## config.mk

```make
export PLATFORM = sky130hd
export DESIGN_NAME = prox_host_port
export DESIGN_NICKNAME = d
export VERILOG_FILES = /design/src/rtl/prox_cycle_seq.v /design/src/rtl/prox_host_port.v
export VERILOG_INCLUDE_DIRS = /design/src /design/src/rtl
export SDC_FILE = /design/constraint.sdc
export NUM_CORES = 1
export LEC_CHECK = 0
export ABC_AREA = 1
export ABC_CLOCK_PERIOD_IN_PS = 6270
export BUFFER_PORTS_ARGS = -buffer_cell sky130_fd_sc_hd__buf_2
export CAP_MARGIN = 0
export CORE_ASPECT_RATIO = 0.6
export CORE_MARGIN = 4
export CORE_UTILIZATION = 45
export CTS_BUF_LIST = sky130_fd_sc_hd__clkbuf_16
export CTS_CLUSTER_SIZE = 25
export DETAILED_ROUTE_END_ITERATION = 12
export MAX_ROUTING_LAYER = met4
export PLACE_DENSITY = 0.71
export SLEW_MARGIN = 20
export SYNTH_ARGS = -nofsm -noshare
export SYNTH_HDL_FRONTEND = slang
export SYNTH_SLANG_ARGS = --single-unit
```

## constraint.sdc

```tcl
create_clock -name sys_clk -period 6.27 [get_ports sys_clk]
set_clock_uncertainty 0.1 [all_clocks]
set_input_delay 0.627 -clock sys_clk [delete_from_list [all_inputs] [get_ports sys_clk]]
set_output_delay 0.627 -clock sys_clk [all_outputs]
set_load 0.01 [all_outputs]
```

## src/rtl/prox_port_regs.vh

```
// Purpose: Offsets, field positions, reset values and timing counts of the proximity sensor host port.
// Assumes: System clock of 50 MHz.
// Notes:   Definitions only; included by prox_host_port.v and prox_cycle_seq.v.
`ifndef PROX_PORT_REGS_VH
`define PROX_PORT_REGS_VH

// Register offsets selected by the 5-bit target field of the command byte.
`define OFS_STATE_ENABLE   5'h00
`define OFS_CONV_TIME      5'h02
`define OFS_WAIT_DUR       5'h03
`define OFS_LOW_THR_LO     5'h08
`define OFS_LOW_THR_HI     5'h09
`define OFS_HIGH_THR_LO    5'h0a
`define OFS_HIGH_THR_HI    5'h0b
`define OFS_RANGE_FILTER   5'h0c
`define OFS_GENERAL_SETUP  5'h0d
`define OFS_PULSE_COUNT    5'h0e
`define OFS_DRIVE_GAIN     5'h0f
`define OFS_SIGNATURE      5'h12
`define OFS_STATE_FLAGS    5'h13
`define OFS_RESULT_LO      5'h18
`define OFS_RESULT_HI      5'h19
`define OFS_CROSSTALK      5'h1e

// Reset values.
`define RST_ZERO           8'h00
`define RST_CONV_TIME      8'hff
`define RST_WAIT_DUR       8'hff

// Command byte fields.
`define CMD_SELECT_BIT     7
`define CMD_TYPE_HI        6
`define CMD_TYPE_LO        5
`define TYPE_REPEAT        2'h0
`define TYPE_AUTO_INC      2'h1
`define TYPE_SPECIAL       2'h3
`define SF_FORCE_INT       5'h04
`define SF_CLEAR_INT       5'h05

// Enable, setup and flag bit positions.
`define EN_POWER_BIT       0
`define EN_PROX_BIT        2
`define EN_WAIT_BIT        3
`define EN_INT_OUT_BIT     5
`define SETUP_STRETCH_BIT  1
`define FLAG_VALID_BIT     1
`define FLAG_INT_BIT       5
`define FLAG_SAT_BIT       6

// Timing: figures in ns and derived clock counts.
`define CLK_PERIOD_NS      20
`define LED_ON_NS          7300
`define LED_OFF_NS         8700
`define TIME_UNIT_NS       2730000
`define LED_ON_CYC         ((`LED_ON_NS + `CLK_PERIOD_NS - 1) / `CLK_PERIOD_NS)
`define LED_OFF_CYC        ((`LED_OFF_NS + `CLK_PERIOD_NS - 1) / `CLK_PERIOD_NS)
`define TIME_UNIT_CYC      (`TIME_UNIT_NS / `CLK_PERIOD_NS)
`define WAIT_STRETCH_MUL   12

`endif

```

## src/rtl/prox_cycle_seq.v

```verilog
// Purpose: Measurement cycle sequencer with LED pulse timing.
// Assumes: All inputs come from logic on sys_clk.
// Notes:   Dropping run returns the sequencer to idle at once.
`timescale 1ns/1ps
`default_nettype none
`include "prox_port_regs.vh"
module prox_cycle_seq #(
   parameter UNIT_CYC = `TIME_UNIT_CYC
) (
   input  wire       sys_clk,
   input  wire       arst_n,
   input  wire       run,
   input  wire       wait_en,
   input  wire       wait_stretch,
   input  wire [7:0] led_pulse_count,
   input  wire [7:0] prox_conv_time,
   input  wire [7:0] wait_duration,
   output reg        led_on,
   output reg  [2:0] seq_state,
   output reg        cycle_done
);
   localparam [2:0] ST_IDLE   = 3'h0;
   localparam [2:0] ST_INIT   = 3'h1;
   localparam [2:0] ST_ACCUM  = 3'h2;
   localparam [2:0] ST_SETTLE = 3'h3;
   localparam [2:0] ST_CONV   = 3'h4;
   localparam [2:0] ST_WAIT   = 3'h5;
   localparam integer UNIT_LAST = UNIT_CYC - 1;
   localparam integer ON_LAST   = `LED_ON_CYC - 1;
   localparam integer OFF_LAST  = `LED_OFF_CYC - 1;

   reg  [17:0] cyc_q;
   reg  [7:0]  pulses_q;
   reg  [11:0] units_q;
   wire        unit_end = (cyc_q == UNIT_LAST[17:0]);
   wire [11:0] wait_base = 12'h100 - {4'h0, wait_duration};
   wire [11:0] wait_units = wait_stretch ? ((wait_base << 3) + (wait_base << 2)) : wait_base;

   // Steps init, accumulation, settling, conversion and optional wait, then repeats.
   always @(posedge sys_clk or negedge arst_n) begin
      if (!arst_n) begin
         seq_state  <= ST_IDLE;
         cyc_q      <= 18'h0;
         pulses_q   <= 8'h0;
         units_q    <= 12'h0;
         led_on     <= 1'b0;
         cycle_done <= 1'b0;
      end else begin
         cycle_done <= 1'b0;
         if (!run) begin
            seq_state <= ST_IDLE;
            led_on    <= 1'b0;
            cyc_q     <= 18'h0;
         end else begin
            case (seq_state)
               ST_IDLE: begin
                  seq_state <= ST_INIT;
                  cyc_q     <= 18'h0;
               end
               ST_INIT: begin
                  cyc_q <= unit_end ? 18'h0 : cyc_q + 18'h1; // RQ13
                  if (unit_end) begin
                     seq_state <= ST_ACCUM; // RQ18
                     pulses_q  <= 8'h0;
                     led_on    <= |led_pulse_count; // RQ1
                  end
               end
               ST_ACCUM: begin
                  if (led_on) begin
                     if (cyc_q == ON_LAST[17:0]) begin
                        cyc_q  <= 18'h0;
                        led_on <= 1'b0; // RQ1
                     end else begin
                        cyc_q <= cyc_q + 18'h1;
                     end
                  end else if (pulses_q == led_pulse_count) begin
                     seq_state <= ST_SETTLE; // RQ1
                     cyc_q     <= 18'h0;
                  end else if (cyc_q == OFF_LAST[17:0]) begin
                     cyc_q    <= 18'h0;
                     pulses_q <= pulses_q + 8'h1; // RQ2
                     led_on   <= ((pulses_q + 8'h1) != led_pulse_count); // RQ2
                  end else begin
                     cyc_q <= cyc_q + 18'h1;
                  end
               end
               ST_SETTLE: begin
                  cyc_q <= unit_end ? 18'h0 : cyc_q + 18'h1; // RQ13
                  if (unit_end) begin
                     seq_state <= ST_CONV;
                     units_q   <= 12'h100 - {4'h0, prox_conv_time}; // RQ14
                  end
               end
               ST_CONV: begin
                  cyc_q <= unit_end ? 18'h0 : cyc_q + 18'h1;
                  if (unit_end) begin
                     units_q <= units_q - 12'h1;
                     if (units_q == 12'h1) begin
                        cycle_done <= 1'b1;
                        seq_state  <= wait_en ? ST_WAIT : ST_INIT; // RQ3
                        units_q    <= wait_units; // RQ3
                     end
                  end
               end
               ST_WAIT: begin
                  cyc_q <= unit_end ? 18'h0 : cyc_q + 18'h1;
                  if (unit_end) begin
                     units_q <= units_q - 12'h1;
                     if (units_q == 12'h1) begin
                        seq_state <= ST_INIT; // RQ18
                     end
                  end
               end
               default: begin
                  seq_state <= ST_IDLE;
               end
            endcase
         end
      end
   end
endmodule
`default_nettype wire

```

## src/rtl/prox_host_port.v

```verilog
// Purpose: Two-wire serial target port, register bank and cycle control of a proximity sensor.
// Assumes: scl_in and sda_in come from pins; result and event inputs come from logic on sys_clk.
// Notes:   SDA is open drain: sda_out is always low and sda_oe pulls the line.
// Summary of operation
// RQ1 - Each LED pulse stays on 7.3 us; pulse number equals the programmed count.
// RQ2 - After each on interval the LED stays off 8.7 us, 16 us period.
// RQ3 - Wait lasts (256 - wait_duration) units of 2.73 ms, twelvefold if stretched, else skipped.
// RQ4 - Target port answers one 7-bit bus address, never 10-bit addressing.
// RQ5 - Port works at both standard-mode and fast-mode bus rates.
// RQ6 - In a write the first byte is a command, later bytes are register data.
// RQ7 - Combined transfer: command write, repeated start, then reads of selected register.
// RQ8 - A read without command returns data from the last stored register address.
// RQ9 - First byte with clear MSB is data, written at the last stored address.
// RQ10 - Command byte is either a control action or a 5-bit register address.
// RQ11 - Control actions clear pending interrupts with no data byte needed.
// RQ12 - Host writes a command byte before accessing registers to select the target.
// RQ13 - Initialisation and settling each last a fixed 2.73 ms.
// RQ14 - Conversion lasts 1 to 256 units of 2.73 ms; all ones gives one.
// RQ15 - Type 00 repeats the register, 01 auto-increments, 11 is a special function.
// RQ16 - Special code 00101 clears interrupt and saturation; 00100 forces an interrupt.
// RQ17 - Unimplemented addresses read zero; writes to them or read-only registers are ignored.
// RQ18 - Sequencer runs init, accumulation, settling, conversion, optional wait, then repeats.
`timescale 1ns/1ps
`default_nettype none
`include "prox_port_regs.vh"
module prox_host_port #(
   parameter [6:0] BUS_ADDR  = 7'h2a,  // Arbitrary value.
   parameter [7:0] SIGNATURE = 8'h5a,  // Arbitrary value.
   parameter       UNIT_CYC  = `TIME_UNIT_CYC
) (
   input  wire        sys_clk,
   input  wire        arst_n,
   input  wire        scl_in,
   input  wire        sda_in,
   output wire        sda_out,
   output reg         sda_oe,
   input  wire [15:0] prox_result,
   input  wire        prox_irq_event,
   input  wire        prox_sat_event,
   output wire        led_on,
   output wire [2:0]  seq_state,
   output reg         prox_int
);
   localparam [1:0] PS_IDLE = 2'h0;
   localparam [1:0] PS_ADDR = 2'h1;
   localparam [1:0] PS_WR   = 2'h2;
   localparam [1:0] PS_RD   = 2'h3;

   // Writable registers, then the result and status flags.
   reg [7:0] state_enable_q;
   reg [7:0] conv_time_q;
   reg [7:0] wait_dur_q;
   reg [7:0] low_thr_lo_q;
   reg [7:0] low_thr_hi_q;
   reg [7:0] high_thr_lo_q;
   reg [7:0] high_thr_hi_q;
   reg [7:0] range_filter_q;
   reg [7:0] general_setup_q;
   reg [7:0] pulse_count_q;
   reg [7:0] drive_gain_q;
   reg [7:0] crosstalk_q;
   reg [15:0] result_q;
   reg        valid_q;
   reg        int_q;
   reg        sat_q;

   // Serial port state.
   reg        scl_s1_q;
   reg        scl_s2_q;
   reg        scl_d_q;
   reg        sda_s1_q;
   reg        sda_s2_q;
   reg        sda_d_q;
   reg [1:0]  port_state_q;
   reg [3:0]  bit_q;
   reg [7:0]  shift_q;
   reg        ack_phase_q;
   reg        first_q;
   reg [4:0]  ptr_q;
   reg [1:0]  type_q;
   reg [7:0]  rd_data;
   reg        wr_stb;
   reg [4:0]  wr_addr;
   reg [7:0]  wr_data;
   reg        clr_stb;
   reg        force_stb;
   wire       cycle_done;
   wire [7:0] state_flags;

   wire scl_rise = scl_s2_q & ~scl_d_q; // RQ5
   wire scl_fall = ~scl_s2_q & scl_d_q;
   wire start_c  = scl_s2_q & scl_d_q & sda_d_q & ~sda_s2_q;
   wire stop_c   = scl_s2_q & scl_d_q & ~sda_d_q & sda_s2_q;
   wire run      = state_enable_q[`EN_POWER_BIT] & state_enable_q[`EN_PROX_BIT];

   assign sda_out = 1'b0;
   assign state_flags = {1'b0, sat_q, int_q, 3'h0, valid_q, 1'b0};

   // Advances the register pointer after a byte when auto-increment is selected.
   function [4:0] next_ptr;
      input [4:0] ptr;
      input [1:0] typ;
      begin
         next_ptr = (typ == `TYPE_AUTO_INC) ? ptr + 5'h1 : ptr;
      end
   endfunction

   // Two-flop synchronisers on the pins, plus a delayed copy for edge detection.
   always @(posedge sys_clk or negedge arst_n) begin
      if (!arst_n) begin
         scl_s1_q <= 1'b1;
         scl_s2_q <= 1'b1;
         scl_d_q  <= 1'b1;
         sda_s1_q <= 1'b1;
         sda_s2_q <= 1'b1;
         sda_d_q  <= 1'b1;
      end else begin
         scl_s1_q <= scl_in;
         scl_s2_q <= scl_s1_q;
         scl_d_q  <= scl_s2_q;
         sda_s1_q <= sda_in;
         sda_s2_q <= sda_s1_q;
         sda_d_q  <= sda_s2_q;
      end
   end

   // Read multiplexer over the register map.
   always @* begin
      case (ptr_q)
         `OFS_STATE_ENABLE:  rd_data = state_enable_q;
         `OFS_CONV_TIME:     rd_data = conv_time_q;
         `OFS_WAIT_DUR:      rd_data = wait_dur_q;
         `OFS_LOW_THR_LO:    rd_data = low_thr_lo_q;
         `OFS_LOW_THR_HI:    rd_data = low_thr_hi_q;
         `OFS_HIGH_THR_LO:   rd_data = high_thr_lo_q;
         `OFS_HIGH_THR_HI:   rd_data = high_thr_hi_q;
         `OFS_RANGE_FILTER:  rd_data = range_filter_q;
         `OFS_GENERAL_SETUP: rd_data = general_setup_q;
         `OFS_PULSE_COUNT:   rd_data = pulse_count_q;
         `OFS_DRIVE_GAIN:    rd_data = drive_gain_q;
         `OFS_SIGNATURE:     rd_data = SIGNATURE;
         `OFS_STATE_FLAGS:   rd_data = state_flags;
         `OFS_RESULT_LO:     rd_data = result_q[7:0];
         `OFS_RESULT_HI:     rd_data = result_q[15:8];
         `OFS_CROSSTALK:     rd_data = crosstalk_q;
         default:            rd_data = 8'h00; // RQ17
      endcase
   end

   // Serial target: address match, command decode, data writes and read shifting.
   always @(posedge sys_clk or negedge arst_n) begin
      if (!arst_n) begin
         port_state_q <= PS_IDLE;
         bit_q        <= 4'h0;
         shift_q      <= 8'h00;
         ack_phase_q  <= 1'b0;
         first_q      <= 1'b0;
         ptr_q        <= 5'h00;
         type_q       <= `TYPE_REPEAT;
         sda_oe       <= 1'b0;
         wr_stb       <= 1'b0;
         wr_addr      <= 5'h00;
         wr_data      <= 8'h00;
         clr_stb      <= 1'b0;
         force_stb    <= 1'b0;
      end else begin
         wr_stb    <= 1'b0;
         clr_stb   <= 1'b0;
         force_stb <= 1'b0;
         if (start_c) begin
            port_state_q <= PS_ADDR; // RQ7
            bit_q        <= 4'h0;
            ack_phase_q  <= 1'b0;
            sda_oe       <= 1'b0;
         end else if (stop_c) begin
            port_state_q <= PS_IDLE;
            ack_phase_q  <= 1'b0;
            sda_oe       <= 1'b0;
         end else if (scl_rise && port_state_q != PS_IDLE) begin
            if (ack_phase_q) begin
               if (port_state_q == PS_RD && sda_s2_q) begin
                  port_state_q <= PS_IDLE;
               end
            end else begin
               bit_q <= bit_q + 4'h1;
               if (port_state_q != PS_RD) begin
                  shift_q <= {shift_q[6:0], sda_s2_q};
               end
            end
         end else if (scl_fall && port_state_q != PS_IDLE) begin
            if (ack_phase_q) begin
               ack_phase_q <= 1'b0;
               bit_q       <= 4'h0;
               if (port_state_q == PS_RD) begin
                  shift_q <= rd_data; // RQ8
                  sda_oe  <= ~rd_data[7];
                  ptr_q   <= next_ptr(ptr_q, type_q); // RQ15
               end else begin
                  sda_oe <= 1'b0;
               end
            end else if (bit_q == 4'h8) begin
               case (port_state_q)
                  PS_ADDR: begin
                     if (shift_q[7:1] == BUS_ADDR) begin // RQ4
                        sda_oe       <= 1'b1;
                        ack_phase_q  <= 1'b1;
                        first_q      <= 1'b1;
                        port_state_q <= shift_q[0] ? PS_RD : PS_WR;
                     end else begin
                        port_state_q <= PS_IDLE;
                     end
                  end
                  PS_WR: begin
                     sda_oe      <= 1'b1;
                     ack_phase_q <= 1'b1;
                     first_q     <= 1'b0;
                     if (first_q && shift_q[`CMD_SELECT_BIT]) begin // RQ6
                        if (shift_q[`CMD_TYPE_HI:`CMD_TYPE_LO] == `TYPE_SPECIAL) begin // RQ10
                           clr_stb   <= (shift_q[4:0] == `SF_CLEAR_INT); // RQ11
                           force_stb <= (shift_q[4:0] == `SF_FORCE_INT); // RQ16
                        end else begin
                           ptr_q  <= shift_q[4:0]; // RQ10
                           type_q <= shift_q[`CMD_TYPE_HI:`CMD_TYPE_LO]; // RQ15
                        end
                     end else begin
                        wr_stb  <= 1'b1; // RQ9
                        wr_addr <= ptr_q;
                        wr_data <= shift_q;
                        ptr_q   <= next_ptr(ptr_q, type_q); // RQ15
                     end
                  end
                  default: begin
                     sda_oe      <= 1'b0;
                     ack_phase_q <= 1'b1;
                  end
               endcase
            end else if (port_state_q == PS_RD) begin
               shift_q <= {shift_q[6:0], 1'b0};
               sda_oe  <= ~shift_q[6];
            end
         end
      end
   end

   // Register writes; read-only and unused addresses are ignored.
   always @(posedge sys_clk or negedge arst_n) begin
      if (!arst_n) begin
         state_enable_q  <= `RST_ZERO;
         conv_time_q     <= `RST_CONV_TIME;
         wait_dur_q      <= `RST_WAIT_DUR;
         low_thr_lo_q    <= `RST_ZERO;
         low_thr_hi_q    <= `RST_ZERO;
         high_thr_lo_q   <= `RST_ZERO;
         high_thr_hi_q   <= `RST_ZERO;
         range_filter_q  <= `RST_ZERO;
         general_setup_q <= `RST_ZERO;
         pulse_count_q   <= `RST_ZERO;
         drive_gain_q    <= `RST_ZERO;
         crosstalk_q     <= `RST_ZERO;
      end else if (wr_stb) begin
         case (wr_addr)
            `OFS_STATE_ENABLE:  state_enable_q  <= wr_data;
            `OFS_CONV_TIME:     conv_time_q     <= wr_data;
            `OFS_WAIT_DUR:      wait_dur_q      <= wr_data;
            `OFS_LOW_THR_LO:    low_thr_lo_q    <= wr_data;
            `OFS_LOW_THR_HI:    low_thr_hi_q    <= wr_data;
            `OFS_HIGH_THR_LO:   high_thr_lo_q   <= wr_data;
            `OFS_HIGH_THR_HI:   high_thr_hi_q   <= wr_data;
            `OFS_RANGE_FILTER:  range_filter_q  <= wr_data;
            `OFS_GENERAL_SETUP: general_setup_q <= wr_data;
            `OFS_PULSE_COUNT:   pulse_count_q   <= wr_data;
            `OFS_DRIVE_GAIN:    drive_gain_q    <= wr_data;
            `OFS_CROSSTALK:     crosstalk_q     <= wr_data;
            default:            state_enable_q  <= state_enable_q; // RQ17
         endcase
      end
   end

   // Status flags and result capture; a setting event wins over a clear.
   always @(posedge sys_clk or negedge arst_n) begin
      if (!arst_n) begin
         result_q <= 16'h0000;
         valid_q  <= 1'b0;
         int_q    <= 1'b0;
         sat_q    <= 1'b0;
         prox_int <= 1'b0;
      end else begin
         if (cycle_done) begin
            result_q <= prox_result;
         end
         valid_q  <= run & (valid_q | cycle_done);
         int_q    <= prox_irq_event | force_stb | (int_q & ~clr_stb); // RQ16
         sat_q    <= prox_sat_event | (sat_q & ~clr_stb); // RQ16
         prox_int <= int_q & state_enable_q[`EN_INT_OUT_BIT];
      end
   end

   // Measurement cycle sequencer.
   prox_cycle_seq #(
      .UNIT_CYC        (UNIT_CYC)
   ) u_seq (
      .sys_clk         (sys_clk),
      .arst_n          (arst_n),
      .run             (run),
      .wait_en         (state_enable_q[`EN_WAIT_BIT]),
      .wait_stretch    (general_setup_q[`SETUP_STRETCH_BIT]),
      .led_pulse_count (pulse_count_q),
      .prox_conv_time  (conv_time_q),
      .wait_duration   (wait_dur_q),
      .led_on          (led_on),
      .seq_state       (seq_state),
      .cycle_done      (cycle_done)
   );
endmodule
`default_nettype wire

```

==> results.md <==
* Status: finished clean
* First-pass DRT Iterations at 6
* Die ar. at 29420 sq um
* CTS tree: yes
* Vias at around 11000
* GRT met3 Usage at approximately 5.2%
* Syn_nets at between 1500 and 2000
* Clock sink count at 205
* Worst skew pair latency at 530 ps
* Root Buffer: clkbuf_16
* Die Width at approximately 220 microns
* Mapped Cells at 1610
* Clk network pwr share at about 46%
* Synth area leader: dfrtp_1
* EDFF count, synth at 0
* FF-to-FF setup slack at between 3000 and 4000 ps
* Critical Path RT at approximately 6600 ps
* WP buf/inv at 1
* Slowest CP cell: dfstp_2
* Clock Pin Slew Worst Setup and Hold Paths at ~70 ps
* Top delay family on crit path: simple AND/OR/NAND/NOR gates
* Vias in the first global route at 9456
* Hold buffers post-CTS at 0
* Synthesized flop and latch total at 205
* Kind of critical path: reg2reg
* Mux share of post-synthesis cell area at 0.6570%
* Layout Nets at 1672
* Top Usage Layer GRT: met1
* Pwr dens at 223.9 nW/um^2
* Ys flop type: dfrtp_1
* Layout cells sized above 1 at 9.530%
* Critical path, cell by cell: inv_1 -> ha_1 -> xnor2_1 -> ha_1 -> a21oi_1 -> nand2_1 -> or2_2 -> nand3_1 -> nand3_1 -> a21oi_1 -> a21oi_1
* Layout Area Growth over Synthesis at 9.542%
* Slew Limit Headroom at 30.10%
* RSZ-0062 raised after global routing: false
* Sequential share of the synthesized area at 42.99%
* Final Setup Violations at 0
* CTS H-Tree Depth at 1
* M1 GR Usage at 38.31%
* Max Buffers Root-to-Sink at 3
* Setup ws final at 3468 ps
* Fmax at 356.9 MHz
* Synthesized area at 12000 sq um
* Worst hold slack at 34.33 ps
* Largest net degree at the start of global routing at 95
* Avg Inst Size Synth at 7.452 sq um
* Period Utilization, post-route at 44.68%
* Number of port buffers at 27
* Pre-CTS setup slack at 3472 ps
* Unique masters post-synth at 56
* Fin. max-slew vios at 0
* CTS Buf Count at 22
* 1st-iter DRT viols at 1277
* DRC at 0
* Antenna diodes at 0
* Max stage delay on crit path at 560 ps
* WL/cell at 16.42 microns
* Gpl congestion at about 0.98
* Comb power frac at about 6.3%
* Cell mode on critical path: a21oi_1
* Compound-gate portion of the synthesized area at 12.87%
* Yosys warnings at 0
* Hold Fails Final Rpt at 0
* Adder-cell share of the synthesized area at 3.087%
* Max-capacitance violation count at 0
* Top post-synthesis cells by area: dfrtp_1, nand2_1, o21ai_0, inv_1, dfstp_2
* Initial antenna violation count at 2
* Pint at between 0.002 and 0.0025 W
* Max VDD drop at 0.2074 mV
* RR Startpoint: wait_dur_q[0]
* FF-to-FF path depth at 11
* I/O pins at 29
* Tot Pwr at 0.002943 W
* Antenna Violating Nets Remaining at 0
* Most frequent cells after synthesis: nand2_1, dfrtp_1, inv_1
* First-pass GRT wire length at about 53000 microns
* Met2 usage at 27.21%
* Row count at 45
* Reg power frac at 47.9%
* Post-DP HPWL at approximately 24000 microns
* Synth Area in Simple Gates at 29.88%
* Worst setup SP type: register
* Total gr overflow at 0
* Type of the worst min-delay path: in2async
* Post-synth top area share at 38.17%
* Count leader, synth: nand2_1
* Critical path fanouts, max at 5
* Ys async rst share at 100.0%
* Die H at 134.5 microns
* Leakage at 6.309 nW
* CP endpoint kind: register
* Largest family of logic cells by synthesized area: simple AND/OR/NAND/NOR gates
* Vias per inst at 5.390
* Worst Max-Slew Pin Slew at 1045 ps
* Final wirelength at 32660 microns
* Reg2reg end: u_seq.units_q[6]
* Initial Util at 46.63%
* Gr usage total at 22.74%
* Core footprint at 25730 sq um
* Post-cts resize count at 0
* Postcts setup bufs at 0
* Post-Synth XOR/XNOR Area at 3.066%
* P_sw at around 0.00074 W
* Final Critical Period at 2802 ps
* TNS Setup at 0 ps
* CP arrival at 3080 ps
* Switching power share of the total at 25.27%
## layout make-up
type	count	area, sq um
multi-input cells	1180	5949
clock inverters	18	187.7
well taps	352	440.4
flip-flops and latches	205	5157
clock buffers	22	550.5
inverters	181	679.4
repair buffers	31	177.7
fillers	2494	12590
## sequential cells by signal, summed over array words and instances (netlist names), 2 cells and up
signal and flops:
shift_q 8, bit_q 4, wr_addr 5, crosstalk_q 8
general_setup_q 8, low_thr_lo_q 8, port_state_q 2, wait_dur_q 8
range_filter_q 8, drive_gain_q 8, pulse_count_q 8, u_seq.pulses_q 8
wr_data 8, high_thr_hi_q 8, low_thr_hi_q 8, type_q 2
high_thr_lo_q 8, state_enable_q 8, u_seq.cyc_q 18, u_seq.units_q 12
result_q 16, conv_time_q 8, u_seq.seq_state 3, ptr_q 5
## worst register-to-register path, stage by stage (launching register included)
cell and delay [ps]:
dfstp_2 560, inv_1 90, ha_1 230, xnor2_1 420, ha_1 350, a21oi_1 130, nand2_1 130, or2_2 300
nand3_1 70, nand3_1 90, a21oi_1 140, a21oi_1 50
## cell families (layout without fill, tap and decap cells)
group | after synthesis | count (layout)
buffers and inverters | 225 | 252
adders and majority gates | 29 | 29
and+or+nand+nor | 827 | 827
AOI/OAI and AO/OA | 274 | 274
other | 1 | 1
muxes | 7 | 7
xor gates and xnor gates | 42 | 42
DFF | 205 | 205
## worst max path at each step
stage / from / end / slack (ps) / cells past startpoint
2_1_floorplan: wait_dur_q[0] / u_seq.units_q[6] / 3760 / 11
3_3_place_gp: wait_dur_q[0] / u_seq.units_q[9] / 3560 / 17
3_5_place_dp: wait_dur_q[0] / u_seq.units_q[6] / 3470 / 11
4_1_cts: wait_dur_q[0] / u_seq.units_q[6] / 3460 / 11
5_1_grt: wait_dur_q[0] / u_seq.units_q[9] / 3170 / 17
6_report: wait_dur_q[0] / u_seq.units_q[6] / 3470 / 11
## per-layer routing
layer	wire, microns	vias up
met5	0	-
met4	461	0
met3	3031	39
met2	11940	427
met1	17230	5012
li1	-	5243
## power groups by stage
stage               clock network (W)  logic (W)  registers, W
floorplan                           0   0.000119       0.00142
global placement                    0   0.000182       0.00143
detailed placement                  0   0.000186       0.00143
CTS                           0.00137   0.000188       0.00141
global route                  0.00142   0.000219       0.00141
finish                        0.00135   0.000187       0.00141
## cells in the final DEF, fill, tap and decap left out, drive strengths merged, types with 6 or more instances in the layout
master / count
buf: 30
xor2: 32
mux2: 7
o211ai: 7
nand2: 483
xnor2: 10
inv: 182
nand4: 36
dfrtp: 183
a21oi: 50
o21ai: 176
a21boi: 10
nand3: 108
dfstp: 22
nor2: 159
ha: 28
a22oi: 6
nor3: 24
clkinv: 13
or2: 6
clkbuf: 23
o22ai: 9
## per-stage QoR
stage	cell area [sq um]	instances	util (%)
global route	13140	1989	51.08
global placement	12400	1949	48.19
detailed placement	12400	1949	48.19
floorplan	12000	1610	-
finish	13140	1989	51.08
CTS	13140	1989	51.06
Note: power is estimated with default switching activity, not from simulation.
